### src/rtl/issf_pkg.sv
// Shared constants and types for the slave status flag block
package issf_pkg;

  // Register byte addresses
  localparam logic [31:0] ISSF_STATUS_ADDR = 32'h4000342c;
  localparam logic [31:0] ISSF_CTRL_ADDR   = 32'h40003450;

  // Reset values
  localparam logic [15:0] ISSF_STATUS_RST = 16'h0001;
  localparam logic [6:0]  ISSF_CTRL_RST   = 7'h00;

  // Control register field positions
  localparam int ISSF_C_SLAVE_ON   = 0;
  localparam int ISSF_C_STOP_IEN   = 1;
  localparam int ISSF_C_GC_ACCEPT  = 2;
  localparam int ISSF_C_HWGC_EN    = 3;
  localparam int ISSF_C_GC_CLEAR   = 4;
  localparam int ISSF_C_EARLY_TX   = 5;
  localparam int ISSF_C_NACK_NEXT  = 6;

  // Status register field positions
  localparam int ISSF_S_START   = 14;
  localparam int ISSF_S_REP     = 13;
  localparam int ISSF_S_IDX_LO  = 11;
  localparam int ISSF_S_STOP    = 10;
  localparam int ISSF_S_KIND_LO = 8;
  localparam int ISSF_S_GC      = 7;
  localparam int ISSF_S_BUSY    = 6;
  localparam int ISSF_S_NACK    = 5;
  localparam int ISSF_S_RXOF    = 4;
  localparam int ISSF_S_RXREQ   = 3;
  localparam int ISSF_S_TXREQ   = 2;
  localparam int ISSF_S_TXSTAT  = 0;

  // Bit counter marks: eighth bit and acknowledge bit
  localparam logic [3:0] ISSF_BIT_LAST = 4'h8;
  localparam logic [3:0] ISSF_BIT_ACK  = 4'h9;

  // Address byte and general call second byte codes
  localparam logic [6:0] ISSF_GC_ADDR   = 7'h00;
  localparam logic [4:0] ISSF_HS_PREFIX = 5'h01;
  localparam logic [7:0] ISSF_GC_RESET  = 8'h06;
  localparam logic [7:0] ISSF_GC_PROG   = 8'h04;

  // General call kinds
  localparam logic [1:0] ISSF_KIND_NONE  = 2'h0;
  localparam logic [1:0] ISSF_KIND_RESET = 2'h1;
  localparam logic [1:0] ISSF_KIND_PROG  = 2'h2;
  localparam logic [1:0] ISSF_KIND_HW    = 2'h3;

  typedef enum {PH_IDLE, PH_ADDR, PH_GC2, PH_RXDATA, PH_TXDATA} issf_phase_t;

  // FIFO status from the data path
  typedef struct packed {
    logic rxNotEmpty;
    logic rxFull;
    logic rxPush;
    logic txNotFull;
    logic txEmpty;
  } issf_fifo_t;

  // Slave ID and alternative ID values
  typedef struct packed {
    logic [3:0][7:0] id;
    logic [7:0]      alt;
  } issf_ids_t;

endpackage : issf_pkg

### src/rtl/issf_status_flags.sv
// Slave status, error and request flag logic with APB access
`timescale 1ns/1ps

// Summary of operation
// - Start flag set on matched address, general call, high-speed or start byte.
// - Start flag clears on any later start or stop condition.
// - Repeated-start flag set on start while start flag set; read or stop clear.
// - Two-bit field reports which of four ID registers matched.
// - Stop flag set on stop after matched start; status read clears it.
// - Stop flag raises the interrupt when stop interrupt enable is set.
// - General call kind: none, reset+program, program, hardware call.
// - General call kind cleared only by general call clear write.
// - General call flag set on any general call accepted by the general call accept bit; always interrupts.
// - General call reset returns control register and NACK, overflow, request flags to defaults.
// - Hardware call second byte is acknowledged and left for the receive FIFO.
// - Active flag set on start; cleared on mismatch or stop.
// - NACK flag on empty slave read or NACK-next while addressed.
// - Overflow flag set when pushing into a full receive FIFO.
// - Receive request high while receive FIFO holds data.
// - Receive request first rises on falling edge of last data bit.
// - Transmit request set on read direction; cleared by status read or full FIFO.
// - Early mode off: falling edge of direction bit; on: after rising edge.
// - Status resets to 0x0001; top bit always reads zero.
// - Early mode raises transmit request just after direction bit rising edge.
// - General call clear write clears flag and kind; bit is not stored.
// - Slave enable low holds slave state and flags, except general call flag and kind, in reset.
// - NACK-next answers the next addressed communication with not-acknowledge.
module issf_status_flags
  import issf_pkg::*;
(
  // Clock, reset, enable
  input  wire logic                  sys_clk,
  input  wire logic                  reset,
  input  wire logic                  clkEn,
  // APB slave
  input  wire logic                  psel,
  input  wire logic                  penable,
  input  wire logic                  pwrite,
  input  wire logic [31:0]           paddr,
  input  wire logic [31:0]           pwdata,
  output logic      [31:0]           prdata,
  output logic                       pready,
  output logic                       pslverr,
  // I2C pins
  input  wire logic                  sclIn,
  input  wire logic                  sdaIn,
  output logic                       sdaOut,
  output logic                       sdaOe,
  // Data path status
  input  wire issf_pkg::issf_fifo_t  fifoSt,
  input  wire issf_pkg::issf_ids_t   idVals,
  // Interrupt
  output logic                       slaveIrq
);
  import issf_pkg::*;

  // Pin synchronisers and filtered levels
  logic [2:0]  sclSync_ff;
  logic [2:0]  sdaSync_ff;
  logic        sclLvl_ff;
  logic        sdaLvl_ff;
  logic        sclRise;
  logic        sclFall;
  logic        startSeen;
  logic        stopSeen;

  // Control and bus
  logic [6:0]  ctrl_ff;
  logic        slvRst;
  logic        accDone;
  logic        rdStatus;
  logic        wrCtrl;
  logic        hitStatus;
  logic        hitCtrl;
  logic [15:0] statusWord;
  logic [15:0] rdMask_ff;
  logic [15:0] clrMask;
  logic        gcClear;

  // Bit engine
  issf_phase_t phase_ff;
  logic [3:0]  bitCnt_ff;
  logic [6:0]  shift_ff;
  logic [7:0]  byteNow;
  logic        addressed_ff;
  logic        readDir_ff;
  logic        gcCall_ff;
  logic [1:0]  gcKindNxt_ff;
  logic        rise8;
  logic        fall8;
  logic        fallAck;
  logic [3:0]  idHit;
  logic        anyId;
  logic        gcHit;
  logic        hsHit;
  logic        sbHit;
  logic        gcReset;

  // Flags
  logic        start_ff;
  logic        rep_ff;
  logic [1:0]  idx_ff;
  logic        stop_ff;
  logic [1:0]  kind_ff;
  logic        gc_ff;
  logic        busy_ff;
  logic        nack_ff;
  logic        rxof_ff;
  logic        rxreq_ff;
  logic        txreq_ff;
  logic        txstat_ff;

  // Change counts once second and third stages agree
  always_ff @(posedge sys_clk)
  begin
    if (reset)
    begin
      sclSync_ff <= 3'h7;
      sdaSync_ff <= 3'h7;
      sclLvl_ff  <= 1'h1;
      sdaLvl_ff  <= 1'h1;
    end
    else if (clkEn)
    begin
      sclSync_ff <= {sclSync_ff[1:0], sclIn};
      sdaSync_ff <= {sdaSync_ff[1:0], sdaIn};
      if (sclSync_ff[1] == sclSync_ff[2])
        sclLvl_ff <= sclSync_ff[2];
      if (sdaSync_ff[1] == sdaSync_ff[2])
        sdaLvl_ff <= sdaSync_ff[2];
    end
  end

  assign sclRise   = sclSync_ff[1] & sclSync_ff[2] & ~sclLvl_ff;
  assign sclFall   = ~sclSync_ff[1] & ~sclSync_ff[2] & sclLvl_ff;
  assign startSeen = sclLvl_ff & sdaLvl_ff & ~sdaSync_ff[1] & ~sdaSync_ff[2];
  assign stopSeen  = sclLvl_ff & ~sdaLvl_ff & sdaSync_ff[1] & sdaSync_ff[2];

  // APB decode; one wait state per access
  assign hitStatus = (paddr == ISSF_STATUS_ADDR);
  assign hitCtrl   = (paddr == ISSF_CTRL_ADDR);
  assign accDone   = psel & penable & pready;
  assign rdStatus  = accDone & ~pwrite & hitStatus;
  assign wrCtrl    = accDone & pwrite & hitCtrl;
  assign gcClear   = wrCtrl & pwdata[ISSF_C_GC_CLEAR];
  assign clrMask   = rdStatus ? rdMask_ff : 16'h0000;
  assign slvRst    = reset | ~ctrl_ff[ISSF_C_SLAVE_ON];

  assign statusWord = {1'b0, start_ff, rep_ff, idx_ff, stop_ff, kind_ff,
                       gc_ff, busy_ff, nack_ff, rxof_ff, rxreq_ff,
                       txreq_ff, 1'b0, txstat_ff};

  always_ff @(posedge sys_clk)
  begin
    if (reset)
    begin
      pready    <= 1'b0;
      pslverr   <= 1'b0;
      prdata    <= 32'h00000000;
      rdMask_ff <= 16'h0000;
    end
    else if (clkEn)
    begin
      pready  <= psel & penable & ~pready;
      pslverr <= psel & penable & ~pready & ~hitStatus & ~hitCtrl;
      if (psel & penable & ~pready)
      begin
        // Only bits reported to software may be cleared by this read
        rdMask_ff <= statusWord;
        if (hitStatus)
          prdata <= {16'h0000, statusWord};
        else if (hitCtrl)
          prdata <= {25'h0000000, ctrl_ff};
        else
          prdata <= 32'h00000000;
      end
    end
  end

  // Control register; clear bit is write-only
  always_ff @(posedge sys_clk)
  begin
    if (reset | gcReset)
      ctrl_ff <= ISSF_CTRL_RST;
    else if (clkEn)
    begin
      if (wrCtrl)
      begin
        ctrl_ff <= pwdata[6:0];
        ctrl_ff[ISSF_C_GC_CLEAR] <= 1'b0;
      end
      else if (fall8 & (phase_ff == PH_ADDR) & addressed_ff)
        ctrl_ff[ISSF_C_NACK_NEXT] <= 1'b0;
    end
  end

  // Address byte decode
  assign byteNow = {shift_ff, sdaLvl_ff};
  assign rise8   = sclRise & (bitCnt_ff == ISSF_BIT_LAST - 4'h1);
  assign fall8   = sclFall & (bitCnt_ff == ISSF_BIT_LAST);
  assign fallAck = sclFall & (bitCnt_ff == ISSF_BIT_ACK);

  always_comb
  begin
    for (int i = 0; i < 4; i++)
      idHit[i] = (shift_ff == idVals.id[i][7:1]);
  end

  assign anyId = |idHit;
  assign gcHit = (byteNow == {ISSF_GC_ADDR, 1'b0})
                 & ctrl_ff[ISSF_C_GC_ACCEPT];
  assign hsHit = (byteNow[7:3] == ISSF_HS_PREFIX);
  assign sbHit = (byteNow == {ISSF_GC_ADDR, 1'b1});
  assign gcReset = fall8 & (phase_ff == PH_GC2)
                   & (gcKindNxt_ff == ISSF_KIND_RESET);

  // Bit counting and transfer phase
  always_ff @(posedge sys_clk)
  begin
    if (slvRst)
    begin
      phase_ff     <= PH_IDLE;
      bitCnt_ff    <= 4'h0;
      shift_ff     <= 7'h00;
      addressed_ff <= 1'b0;
      readDir_ff   <= 1'b0;
      gcCall_ff    <= 1'b0;
      gcKindNxt_ff <= ISSF_KIND_NONE;
      sdaOe        <= 1'b0;
    end
    else if (clkEn)
    begin
      if (startSeen)
      begin
        phase_ff  <= PH_ADDR;
        bitCnt_ff <= 4'h0;
        sdaOe     <= 1'b0;
      end
      else if (stopSeen)
      begin
        phase_ff <= PH_IDLE;
        sdaOe    <= 1'b0;
      end
      else
      begin
        if (sclRise & (bitCnt_ff < ISSF_BIT_ACK))
        begin
          shift_ff  <= byteNow[6:0];
          bitCnt_ff <= bitCnt_ff + 4'h1;
        end
        if (rise8 & (phase_ff == PH_ADDR))
        begin
          addressed_ff <= anyId | gcHit;
          readDir_ff   <= sdaLvl_ff;
          gcCall_ff    <= gcHit;
        end
        if (rise8 & (phase_ff == PH_GC2))
        begin
          if (byteNow == ISSF_GC_RESET)
            gcKindNxt_ff <= ISSF_KIND_RESET;
          else if (byteNow == ISSF_GC_PROG)
            gcKindNxt_ff <= ISSF_KIND_PROG;
          else if (ctrl_ff[ISSF_C_HWGC_EN] & (byteNow == idVals.alt))
            gcKindNxt_ff <= ISSF_KIND_HW;
          else
            gcKindNxt_ff <= ISSF_KIND_NONE;
        end
        if (fall8)
        begin
          unique case (phase_ff)
            PH_ADDR:
            begin
              sdaOe <= addressed_ff & ~ctrl_ff[ISSF_C_NACK_NEXT]
                       & ~(readDir_ff & fifoSt.txEmpty);
              if (~addressed_ff)
                phase_ff <= PH_IDLE;
              else if (gcCall_ff)
                phase_ff <= PH_GC2;
              else if (readDir_ff)
                phase_ff <= PH_TXDATA;
              else
                phase_ff <= PH_RXDATA;
            end
            PH_GC2:
            begin
              sdaOe    <= 1'b1;
              phase_ff <= PH_RXDATA;
            end
            PH_RXDATA: sdaOe <= 1'b1;
            PH_TXDATA: sdaOe <= 1'b0;
            PH_IDLE:   sdaOe <= 1'b0;
          endcase
        end
        if (fallAck)
        begin
          bitCnt_ff <= 4'h0;
          sdaOe     <= 1'b0;
        end
      end
    end
  end

  // Open drain: only ever pulls low
  always_ff @(posedge sys_clk)
  begin
    if (reset)
      sdaOut <= 1'b0;
    else if (clkEn)
      sdaOut <= 1'b0;
  end

  // Start, repeated start, stop, match index, active
  always_ff @(posedge sys_clk)
  begin
    if (slvRst)
    begin
      start_ff <= 1'b0;
      rep_ff   <= 1'b0;
      stop_ff  <= 1'b0;
      idx_ff   <= 2'h0;
      busy_ff  <= 1'b0;
    end
    else if (clkEn)
    begin
      if (startSeen | stopSeen)
        start_ff <= 1'b0;
      else if (rise8 & (phase_ff == PH_ADDR)
               & (anyId | gcHit | hsHit | sbHit))
        start_ff <= 1'b1;
      if (startSeen & start_ff)
        rep_ff <= 1'b1;
      else if (stopSeen | clrMask[ISSF_S_REP])
        rep_ff <= 1'b0;
      if (stopSeen & start_ff & addressed_ff)
        stop_ff <= 1'b1;
      else if (clrMask[ISSF_S_STOP])
        stop_ff <= 1'b0;
      if (rise8 & (phase_ff == PH_ADDR) & anyId)
      begin
        for (int i = 3; i >= 0; i--)
          if (idHit[i])
            idx_ff <= 2'(i);
      end
      if (startSeen)
        busy_ff <= 1'b1;
      else if (stopSeen)
        busy_ff <= 1'b0;
      else if (rise8 & (phase_ff == PH_ADDR) & ~anyId & ~gcHit)
        busy_ff <= 1'b0;
    end
  end

  // General call fields survive slave disable and call reset
  always_ff @(posedge sys_clk)
  begin
    if (reset)
    begin
      kind_ff <= ISSF_KIND_NONE;
      gc_ff   <= 1'b0;
    end
    else if (clkEn)
    begin
      if (fall8 & (phase_ff == PH_GC2))
      begin
        kind_ff <= gcKindNxt_ff;
        gc_ff   <= 1'b1;
      end
      else if (gcClear)
      begin
        kind_ff <= ISSF_KIND_NONE;
        gc_ff   <= 1'b0;
      end
    end
  end

  // NACK, overflow, receive and transmit requests
  always_ff @(posedge sys_clk)
  begin
    if (slvRst | gcReset)
    begin
      nack_ff   <= 1'b0;
      rxof_ff   <= 1'b0;
      rxreq_ff  <= 1'b0;
      txreq_ff  <= 1'b0;
      txstat_ff <= ISSF_STATUS_RST[ISSF_S_TXSTAT];
    end
    else if (clkEn)
    begin
      txstat_ff <= fifoSt.txEmpty;
      if (fall8 & (phase_ff == PH_ADDR) & addressed_ff
          & (ctrl_ff[ISSF_C_NACK_NEXT]
             | (readDir_ff & fifoSt.txEmpty)))
        nack_ff <= 1'b1;
      else if (clrMask[ISSF_S_NACK])
        nack_ff <= 1'b0;
      if (fifoSt.rxPush & fifoSt.rxFull)
        rxof_ff <= 1'b1;
      else if (clrMask[ISSF_S_RXOF])
        rxof_ff <= 1'b0;
      // Level follows FIFO contents once the first byte is in
      rxreq_ff <= (fall8 & (phase_ff == PH_RXDATA))
                  | fifoSt.rxNotEmpty;
      if (ctrl_ff[ISSF_C_EARLY_TX] & rise8 & (phase_ff == PH_ADDR)
          & anyId & sdaLvl_ff)
        txreq_ff <= 1'b1;
      else if (~ctrl_ff[ISSF_C_EARLY_TX] & fall8
               & (phase_ff == PH_ADDR) & addressed_ff & readDir_ff)
        txreq_ff <= 1'b1;
      else if (clrMask[ISSF_S_TXREQ])
        txreq_ff <= 1'b0;
      else if (~fifoSt.txNotFull)
        txreq_ff <= 1'b0;
    end
  end

  // Interrupt request
  always_ff @(posedge sys_clk)
  begin
    if (reset)
      slaveIrq <= 1'b0;
    else if (clkEn)
      slaveIrq <= (stop_ff & ctrl_ff[ISSF_C_STOP_IEN])
                  | gc_ff;
  end

endmodule : issf_status_flags

### config.mk
export PLATFORM = sky130hd
export DESIGN_NAME = issf_status_flags
export DESIGN_NICKNAME = d
export VERILOG_FILES = /design/src/rtl/issf_pkg.sv /design/src/rtl/issf_status_flags.sv
export SDC_FILE = /design/constraint.sdc
export NUM_CORES = 1
export LEC_CHECK = 0
export BUFFER_PORTS_ARGS = -buffer_cell sky130_fd_sc_hd__buf_4
export CAP_MARGIN = 10
export CORE_AREA = 2 2 82 104
export DETAILED_ROUTE_END_ITERATION = 8
export DIE_AREA = 0 0 84 106
export HOLD_SLACK_MARGIN = 0.02
export PLACE_DENSITY = 0.79
export SYNTH_ARGS = -nofsm -noshare
export SYNTH_HDL_FRONTEND = slang
export SYNTH_SLANG_ARGS = --single-unit
export TNS_END_PERCENT = 30
### constraint.sdc
create_clock -name sys_clk -period 2.5 [get_ports sys_clk]
set_input_delay 0.5 -clock sys_clk [delete_from_list [all_inputs] [get_ports sys_clk]]
set_output_delay 0.5 -clock sys_clk [all_outputs]
set_load 0.1 [all_outputs]
Word level (Yosys, flattened, before mapping)
Cells that the tools add are included.

word-level totals
  logic and storage cells = 229
  bits in registers = 125

operators by class
  reduce and logical (&&, ||, !) cells = 38
  magnitude comparators = 1
  multiplexer cells = 49
  bitwise logic cells = 83
  add/sub/neg operators = 1
  equality and inequality tests = 26

operator list
  cell                                                   count
  equality test 32 x 2 -> 1 bit, second input constant   3
  equality test 32 x 3 -> 1 bit, second input constant   3
  two-way mux 32 bit                                     3
  equality test 32 x 31 -> 1 bit, second input constant  2
  one-hot mux 32 bit (2 select lines)                    1
  AND 1 bit                                              54
  equality test 32 x 1 -> 1 bit, second input constant   1
  logical NOT 32 bit                                     1
  equality test 7 bit                                    4
  AND reduction 2 bit                                    14
  two-way mux 1 bit                                      25
  two-way mux 2 bit                                      9
  inverter 1 bit                                         18
  equality test 8 x 3 -> 1 bit, second input constant    2
  two-way mux 4 bit                                      4
  two-way mux 15 bit                                     1
  two-way mux 14 bit                                     1
  nonzero test 2 bit                                     7
  AND reduction 4 bit                                    3
  nonzero test 4 bit                                     3
  bitwise OR 1 bit                                       11
  two-way mux 3 bit                                      3
  AND reduction 3 bit                                    3
  nonzero test 3 bit                                     3
  16 further kinds                                       19

Logic depth before layout (Yosys ltp)
Gate-level depths: netlist of the first run.

  depth in word-level cells = 10
  depth in mapped cells = 9
  depth with buffers taken out = 8

Worst setup path before layout of the first run
No wires, ideal clock.

  path kind = reg2reg
  start point = register pready
  end point = register kind_ff[0]
  buffers on the path = 0
  arrival time = 2223 ps
  setup time = 67 ps
  slack = 210 ps
  period minus slack after synthesis = 2290 ps
  cell stages (with the launch flop) = 6
  cell sequence = dfxtp_1 -> and3_1 -> nor4b_4 -> nand2_2 -> a211o_1 -> a21oi_2

on the way
  word-level cells in the longest chain between the ends = 6

RTL lines
  what                                  RTL line                  source
  start, declared                       issf_status_flags.sv:42   output logic pready,
  start signal, assigned                issf_status_flags.sv:164  pready <= psel & penable & ~pready;
  AND 1 bit                             issf_status_flags.sv:142  assign accDone = psel & penable & pready;
  AND 1 bit (2 in a row)                issf_status_flags.sv:144  assign wrCtrl = accDone & pwrite & hitCtrl;
  AND 1 bit                             issf_status_flags.sv:145  assign gcClear = wrCtrl & pwdata[ISSF_C_GC_CLEAR];
  nonzero test 2 bit (no source line)   n/a
  AND reduction 2 bit (no source line)  n/a
  end signal, assigned                  issf_status_flags.sv:365  kind_ff <= gcKindNxt_ff;
  end, declared                         issf_status_flags.sv:104  logic [1:0] kind_ff;

Every way passes these cells.
A chain may end at the register's enable or synchronous reset.

Worst setup path after layout of the first run
  start point = register shift_ff[4]
  end point = register busy_ff

on the way
  word-level cells in the longest chain between the ends = 7
  elaborated cells on any way between the ends = 13
  classes of those cells = eq/ne (4); bitwise (5); reduce/logical (4)

RTL lines
  what                                      RTL line                  source
  start, declared                           issf_status_flags.sv:83   logic [6:0] shift_ff;
  start signal, assigned                    issf_status_flags.sv:248  shift_ff <= byteNow[6:0];
  equality test 7 bit                       issf_status_flags.sv:206  idHit[i] = (shift_ff == idVals.id[i][7:1]);
  OR reduction 4 bit                        issf_status_flags.sv:209  assign anyId = |idHit;
  inverter 1 bit                            issf_status_flags.sv:348  else if (rise8 & (phase_ff == PH_ADDR) & ~anyId & ~gcHit)
  AND 1 bit                                 issf_status_flags.sv:348
  AND 1 bit (*)                             issf_status_flags.sv:348
  nonzero test 3 bit (no source line) (*)   n/a
  AND reduction 2 bit (no source line) (*)  n/a
  end signal, assigned                      issf_status_flags.sv:345  busy_ff <= 1'b1;
  end signal, assigned                      issf_status_flags.sv:347  busy_ff <= 1'b0;
  end signal, assigned                      issf_status_flags.sv:349  busy_ff <= 1'b0;
  end, declared                             issf_status_flags.sv:106  logic busy_ff;

Mark *: on every way between the ends. The rest lies on a longest branch, timed or not.

==> results of run 1 <==
==> final timing paths <==
kind | from | to | slack, ns | depth (start not counted)
max reg2reg | shift_ff[4] | busy_ff | 0.34 | 6
max | shift_ff[4] | busy_ff | 0.34 | 6
min reg2reg | prdata[3] | prdata[3] | 0.46 | 2
min | sclIn | sclSync_ff[0] | 0.37 | 3
==> metrics by stage <==
step	instances	worst slack [ns]	util (%)	instance area [um2]
3_3_place_gp	651	0.275	57.9	4640
2_1_floorplan	476	0.210	-	3840
5_1_grt	667	0.145	60.7	4860
6_report	667	0.340	60.7	4860
4_1_cts	667	0.335	60.7	4860
3_5_place_dp	651	0.271	57.9	4640
==> logic make-up (layout without fill, tap and decap cells) <==
group                    Yosys count  in the layout  share of synthesized area (%)
AO/OA/AOI/OAI                    100            100                           16.1
XOR/XNOR                          37             37                           8.58
adder cells (fa/ha/maj)            5              5                           1.66
buffers and inverters             53            147                           7.15
flip-flops                        71             71                           37.6
multiplexers                       9              9                           2.38
other                              1             18                         0.0992
AND/OR/NAND/NOR                  183            183                           26.5
==> state kept, by name (all words and copies together) (netlist names), 2 cells and up <==
register / cells
bitCnt_ff: 4
ctrl_ff: 6
gcKindNxt_ff: 2
idx_ff: 2
kind_ff: 2
phase_ff: 3
prdata: 15
rdMask_ff: 5
sclSync_ff: 3
sdaSync_ff: 3
shift_ff: 7
==> cell type report <==
class / instances / area, um2
fill: 716 / 3150
multi-input combinational: 352 / 2150
sequential: 71 / 1420
timing repair buffer: 120 / 901
clock buffer: 9 / 124
tap: 97 / 121
clock inverter: 7 / 103
inverter: 11 / 41.3
==> synthesized netlist by cell type, types with 5 or more instances <==
library cell and number:
nand3_1 17, nand2_1 69, o21ai_0 10, a22oi_1 14
ha_1 5, nor2b_1 6, xor2_1 20, xnor2_1 17
a31oi_1 6, mux2i_1 9, dfxtp_1 71, clkbuf_1 21
nor4_1 10, nand2b_1 7, buf_4 18, inv_1 11
a211oi_1 6, a21oi_1 50, nand4_1 9, nor2_1 30
==> critical path: cells and delay by family (launching register included) <==
kind             cells  cell delay (ns)
flip-flops           1             0.58
multiplexers         1             0.20
XOR/XNOR             1             0.12
AO/OA/AOI/OAI        1             0.22
AND/OR/NAND/NOR      3             0.97
==> where the power goes <==
group | switching (mW) | internal [mW]
clock network | 0.468 | 0.574
logic | 0.226 | 0.131
registers | 0.00797 | 1.14
==> routing by layer <==
metal	vias up	share of wire [%]
li1	1788	-
met1	1713	38
met2	120	54
met3	24	5.5
met4	0	2.4
met5	-	0
==> summary.txt, run 1 <==
Final Power: 2.55 mW
sequential-to-total area share from yosys stat: 37.6%
number of synthesized flops with an enable pin: 0
Ys Warns: 0
IO Port Bufs: 106
hold crit path type: in -> reg
clock sink total: 71
die area: 8900 um2
vias per inst: 5.46
all-layer global routing usage: 22.0%
Min Hold Slack: 0.373 ns
Final Hold Viols: 0
met1 usage: 23.5%
max cap viols: 0
Pwr Density: 524 nW/um2
gr ovfl total: 0
Initial Util: 47.2%
drt first-iter violations: 187
vias in the first global route: 3,490
Most Crowded Layer GR: met2
final WL: 9830 um
Pleak: 2.00 nW
dominant cell type by area after synthesis: dfxtp_1
CTS Buf Count: 9
Die H: 106 um
RePlAce Congestion: 0.797
worst setup path category: reg -> reg
largest net degree at the start of global routing: 31
Core ar.: 8010 um2
TNS Setup: 0 ns
Worst-Skew Late Latency: 0.35 ns
Clk pin slew, worst setup/hold paths: 0.08 ns
Fmax achieved: 0.463 GHz
TritonRoute pass-1 iters: 4
Slowest cell on crit path: dfxtp_1
Synth Flop Type: dfxtp_1
root buf cell: clkbuf_8
DP Wirelength: 7650 um
width of the chip: 84 um
Max Slew Vio Count: 0
Critical Path Source Type: register
commonest non-fill, non-tap cells in the layout: 120 x buf_4, 71 x dfxtp_1, 69 x nand2_1
slowest stage delay, CP: 0.58 ns
FP Rows: 37
CP arrival: 2.44 ns
critical path cell sequence: xor2_1, nor4_1, nand4_1, and4_1, a31oi_1, mux2i_1
flops & latches, synth: 71
drc violations: 0
top cells by area, synth: dfxtp_1 38%, nand2_1 6.9%, a21oi_1 6.6%
Mapped Cells: 459
clock skew: 0.0113 ns
status: finished clean
share of post-route cells with drive strength above 1: 25.8%
worst-margin pin slew: 0.494 ns
CP Capture Type: register
Area growth syn-to-layout: 28.7%
Vias: 3,645
# IOs: 154
initial antenna violation count: 0
asr flop ratio synth: 0%
H-tree levels: 3
RSZ-0062 raised after global routing: no
post-synthesis average cell area: 8.23 um2
Final ANT Viol Nets: 0
final setup violation count: 0
Post CTS Setup Buffer Count: 0
maximum buffer depth of the clock tree: 2
number of diodes: 0
Worst Path Required: 2.78 ns
IR drop worst, VDD: 0.342 mV
met3 GRT Util: 5.12%
top cell type's share of synthesized area: 37.6%
post_cts resized: 0
Worst Path Max Fanout: 8
commonest non-fill, non-tap cell in the layout: buf_4
met2 Usage GRT: 41.4%
wire length per cell: 14.7 um
Hold Buf Count CTS: 0
distinct cell type count after synthesis: 52
Final period util: 86.4%
min cycle time layout: 2.16 ns
relative slew slack: 66.7%
CTS tree: yes
global-route wire length before repair: 16,100 um
Syn Std Cell Area: 3780 um2
Post-layout nets: 687
Power figures use the tool's default switching activity.
==> run 2: changes to the inputs <==
- CORE_AREA: 2 2 82 104 -> 2 2 107 135
- DIE_AREA: 0 0 84 106 -> 0 0 109 137
- PLACE_DENSITY: 0.79 -> default
- clock period: 2.5 -> 2.1 ns (I/O delays scaled with it)
==> run 2 against run 1 <==
Net effect:
- sequential cell count did not move
- non-clock buffer count rose by 12
- clock power rose by 57%
- first-iteration DRC count down 21%
- global-route usage decreased by 7.1 points
- critical path type unchanged
==> summary.txt, run 2 (synthesized netlist as in run 1, its figures left out) <==
Final Cell Area: 5160 um2
max FFs per register: 15
Worst-Skew Late Latency: 0.33 ns
final WL: 10,900 um
Critical Path Source Type: register
drt first-iter violations: 148
CTS tree: yes
H-tree levels: 3
all-layer global routing usage: 14.8%
CTS Buf Count: 9
RePlAce Congestion: 0.890
Clk pin slew, worst setup/hold paths: 0.05 ns
Pwr Density: 665 nW/um2
die area: 14,900 um2
vias per inst: 4.80
Final ANT Viol Nets: 0
Worst Path Max Fanout: 6
commonest non-fill, non-tap cells in the layout: 131 x buf_4, 69 x nand2_1, 68 x dfxtp_1
maximum buffer depth of the clock tree: 2
critical path cell sequence: inv_1, ha_1, and4b_1, and2_2, nor3b_1, o21ai_1, or3_1, a21oi_1
relative slew slack: 67.2%
TritonRoute pass-1 iters: 4
gr ovfl total: 0
max cap viols: 0
IO Port Bufs: 106
slowest stage delay, CP: 0.38 ns
drc violations: 0
Slowest cell on crit path: or3_1
Final Power: 3.43 mW
# IOs: 154
FP Rows: 48
Regs by FF count: prdata (15), shift_ff (7), ctrl_ff (6)
clock sink total: 71
width of the chip: 109 um
status: finished clean
Die H: 137 um
worst-margin pin slew: 0.488 ns
min cycle time layout: 1.99 ns
vias in the first global route: 3,558
Reg with most FFs: prdata
Final Hold Viols: 0
fill cell count: 1,371
Area growth syn-to-layout: 36.7%
commonest non-fill, non-tap cell in the layout: buf_4
wire length per cell: 14.5 um
CP arrival: 2.25 ns
Post-layout nets: 699
final setup violation count: 0
TNS Setup: 0 ns
Initial Util: 27.7%
Final period util: 94.5%
Pleak: 2.11 nW
DP Wirelength: 8740 um
CP Capture Type: register
Fmax achieved: 0.504 GHz
DP Area: 4840 um2
Vias: 3,634
IR drop worst, VDD: 0.362 mV
Core ar.: 13,600 um2
hold crit path type: in -> reg
worst setup path category: reg -> reg
Post CTS Setup Buffer Count: 0
share of post-route cells with drive strength above 1: 27.8%
Worst Path Required: 2.36 ns
Max Slew Vio Count: 0
clock skew: 0.00411 ns
global-route wire length before repair: 16,900 um
number of diodes: 0
initial antenna violation count: 0
RSZ-0062 raised after global routing: yes
Hold Buf Count CTS: 0
largest net degree at the start of global routing: 30
root buf cell: clkbuf_16
## run 2: cell types whose count changed in the layout (fill, tap and decap cells not counted)
cell,before,now
and2_1,4,3
clkbuf_8,9,1
clkbuf_1,0,1
o21ai_0,10,9
inv_6,3,0
clkbuf_16,0,9
o21ai_1,0,1
and2_2,0,1
dfxtp_1,71,68
dfxtp_2,0,3
buf_4,120,131
buf_12,0,1
clkinv_2,0,1
## run 2: per-layer routing
metal  GRT usage [%]  wire, um  vias to the layer above
met5               0         0                        -
met4            6.98       217                        0
met3            3.43       606                       12
met2            28.3      6050                       99
met1            14.8      4070                     1696
li1                -         -                     1827
## run 2: worst max-delay path: cells and delay by family, from the launching register on
kind | cells | cell delay, ns
simple gates | 4 | 1.04
fa+ha+maj | 1 | 0.15
buf+inv | 1 | 0.09
flops | 1 | 0.33
compound gates | 2 | 0.31
## run 2: power by group
| part | total, mW | switching (mW) | internal (mW) |
|---|---|---|---|
| combinational | 0.434 | 0.273 | 0.161 |
| sequential | 1.37 | 0.00963 | 1.36 |
| clock | 1.63 | 0.559 | 1.07 |
## run 2: per-stage QoR
| step | hold slack (ns) | worst slack [ns] | instances | util, % |
|---|---|---|---|---|
| CTS | 0.292 | 0.0445 | 757 | 37.9 |
| global placement | 0.443 | -0.00728 | 741 | 35.5 |
| detailed placement | 0.449 | -0.0433 | 741 | 35.5 |
| global route | 0.301 | -0.0226 | 757 | 37.9 |
| finish | 0.305 | 0.115 | 757 | 37.9 |
| floorplan | 0.414 | 0.0824 | 476 | - |
## run 2: path summary, 6_finish.rpt
| path | startpoint | to | slack, ns | cells after the start |
|---|---|---|---|---|
| min reg2reg | prdata[2] | prdata[2] | 0.45 | 2 |
| max | sclSync_ff[1] | phase_ff[1] | 0.11 | 8 |
| max reg2reg | sclSync_ff[1] | phase_ff[1] | 0.11 | 8 |
| min | sclIn | sclSync_ff[0] | 0.30 | 3 |
## run 2: repair_timing
action,in CTS,in global routing
endpoints found under the setup margin,2,3
cloned,0,0
hold endpoints to repair,0,0
resized for setup,1,3
## run 2: area by class of cell
class	instances	area, um2	area share (%)
multi-input cells	352	2150	41.7
flip-flops and latches	71	1430	27.6
repair buffers	132	1000	19.4
clock buffers	11	243	4.70
well taps	175	219	4.24
clock inverters	5	81.3	1.57
inverters	11	41.3	0.799
==> run 3: changes to the inputs <==
==> constraint.sdc (replaced) <==
create_clock -name sys_clk -period 2.1 [get_ports sys_clk]
set_input_delay 0.42 -clock sys_clk [delete_from_list [all_inputs] [get_ports sys_clk]]
set_output_delay 0.42 -clock sys_clk [all_outputs]
set_load 0.01 [all_outputs]
==> run 3 against run 2 <==
Net effect:
- total power rose by 2.9%
- count of clock-buffer cells in the layout did not move
- combinational power fell by 33%
- hold slack improved by 0.0021 ns
- via count barely moved
- sequential share of layout area fell by 0.26 points
- final cell count fell by 0.13%
- largest power group unchanged
==> summary.txt, run 3 (synthesized netlist as in run 1, its figures left out) <==
gr ovfl total: 0
Fmax achieved: 0.494 GHz
Post-layout nets: 698
Largest delay share family, worst path: simple AND/OR/NAND/NOR gates
clock sink total: 71
Worst Path Max Fanout: 5
RePlAce Congestion: 0.866
Worst-Skew Late Latency: 0.33 ns
Worst Hold Path EP: sdaSync_ff[0]
IR drop worst, VDD: 0.412 mV
max cap viols: 0
final setup violation count: 0
TritonRoute pass-1 iters: 4
all-layer global routing usage: 15.0%
Critical Path Source Type: register
number of diodes: 0
worst setup path category: reg -> reg
cell total after placement: 740
setup slack at placement: -0.0792 ns
Pwr Density: 677 nW/um2
worst-margin pin slew: 0.514 ns
Initial Util: 27.7%
status: finished clean
Final Hold Viols: 0
wire length per cell: 14.3 um
vias per inst: 4.80
Worst R2R End: phase_ff[1]
Core ar.: 13,600 um2
min cycle time layout: 2.02 ns
Final Cell Area: 5210 um2
Clk pin slew, worst setup/hold paths: 0.05 ns
Vias: 3,632
Final ANT Viol Nets: 0
relative slew slack: 65.4%
DP Wirelength: 8620 um
Slowest cell on crit path: or3_1
Regs by FF count: prdata (15), shift_ff (7), ctrl_ff (6)
final WL: 10,800 um
setup ws final: 0.0756 ns
IO Port Bufs: 106
Area growth syn-to-layout: 38.0%
Worst path depth: 8
clock skew: 0.00391 ns
CTS Buf Count: 9
Die H: 137 um
Worst Path Required: 2.36 ns
Reg with most FFs: prdata
Reg2Reg Launch Point: sclSync_ff[2]
Buf+Inv Stages, Crit Path: 1
Final period util: 96.4%
commonest non-fill, non-tap cell in the layout: buf_4
slowest stage delay, CP: 0.38 ns
drc violations: 0
CP arrival: 2.28 ns
FP Rows: 48
Max Slew Vio Count: 0
vias in the first global route: 3,694
CP Capture Type: register
H-tree levels: 3
share of post-route cells with drive strength above 1: 27.7%
max FFs per register: 15
initial antenna violation count: 0
Pleak: 2.13 nW
Worst Hold Depth: 3
worst r2r path cells: 8
Post CTS Setup Buffer Count: 0
critical path cell sequence: inv_1, ha_1, and4b_1, and2_1, nor3b_1, o21ai_2, or3_1, a21oi_1
commonest non-fill, non-tap cells in the layout: 130 x buf_4, 69 x nand2_1, 68 x dfxtp_1
CTS tree: yes
hold_sp: sdaIn
largest net degree at the start of global routing: 31
root buf cell: clkbuf_16
# IOs: 154
global-route wire length before repair: 17,300 um
Min Hold Slack: 0.307 ns
drt first-iter violations: 119
hold crit path type: in -> reg
DP Area: 4830 um2
Finished Layout Cells: 756
final core utilization: 38.2%
maximum buffer depth of the clock tree: 2
flop2flop setup slack: 0.08 ns
width of the chip: 109 um
die area: 14,900 um2
[run 3: cell types whose count changed in the layout (fill, tap and decap cells not counted)]
cell        before  now
and2_2           1    0
clkinv_2         1    0
and2_1           3    4
nor3_4           0    1
nor3_2           1    0
clkinvlp_4       1    0
o21ai_1          1    0
bufinv_16        2    4
o21ai_2          0    1
buf_4          131  130
[run 3: per-stage QoR]
step	setup TNS, ns	power (mW)
2_1_floorplan	0	1.53
3_3_place_gp	-0.000205	1.68
3_5_place_dp	-0.329	1.69
4_1_cts	0	3.58
5_1_grt	-0.0444	3.66
6_report	0	3.53
[run 3: worst max-delay path by stage]
stage                       start     endpoint  slack, ns
finish              sclSync_ff[2]  phase_ff[1]       0.08
global route        sclSync_ff[2]  phase_ff[1]      -0.04
CTS                 sclSync_ff[1]  phase_ff[2]       0.06
detailed placement      paddr[19]   ctrl_ff[5]      -0.08
global placement        paddr[19]   kind_ff[0]    -0.0002
floorplan               paddr[20]   kind_ff[0]       0.08
[run 3: area by class of cell]
type,instances,area [um2]
inverter,11,41.3
sequential,71,1430
clock buffer,11,243
tap,175,219
fill,1398,8420
multi-input combinational,352,2160
timing repair buffer,131,996
clock inverter,5,129
[run 3: worst min-delay path, cell delays in order]
cell and delay (ns):
buf_4 0.07, mux2i_1 0.06, nand2_1 0.06
[run 3: metal layers]
layer / wire (um) / up-vias / track usage, %
li1: - / 1820 / -
met1: 3940 / 1673 / 14.8
met2: 5910 / 118 / 29.0
met3: 658 / 21 / 3.57
met4: 284 / 0 / 6.48
met5: 0 / - / 0
[run 3: timing repair]
action	4_1_cts	5_1_grt
gates resized for setup	0	6
setup endpoints to repair	0	5
hold buffers	0	0
[run 3: power breakdown]
group	internal, mW	switching (mW)	leakage, nW
clock	1.31	0.559	0.180
combinational	0.159	0.131	1.38
sequential	1.36	0.00972	0.575
total	2.83	0.700	2.13
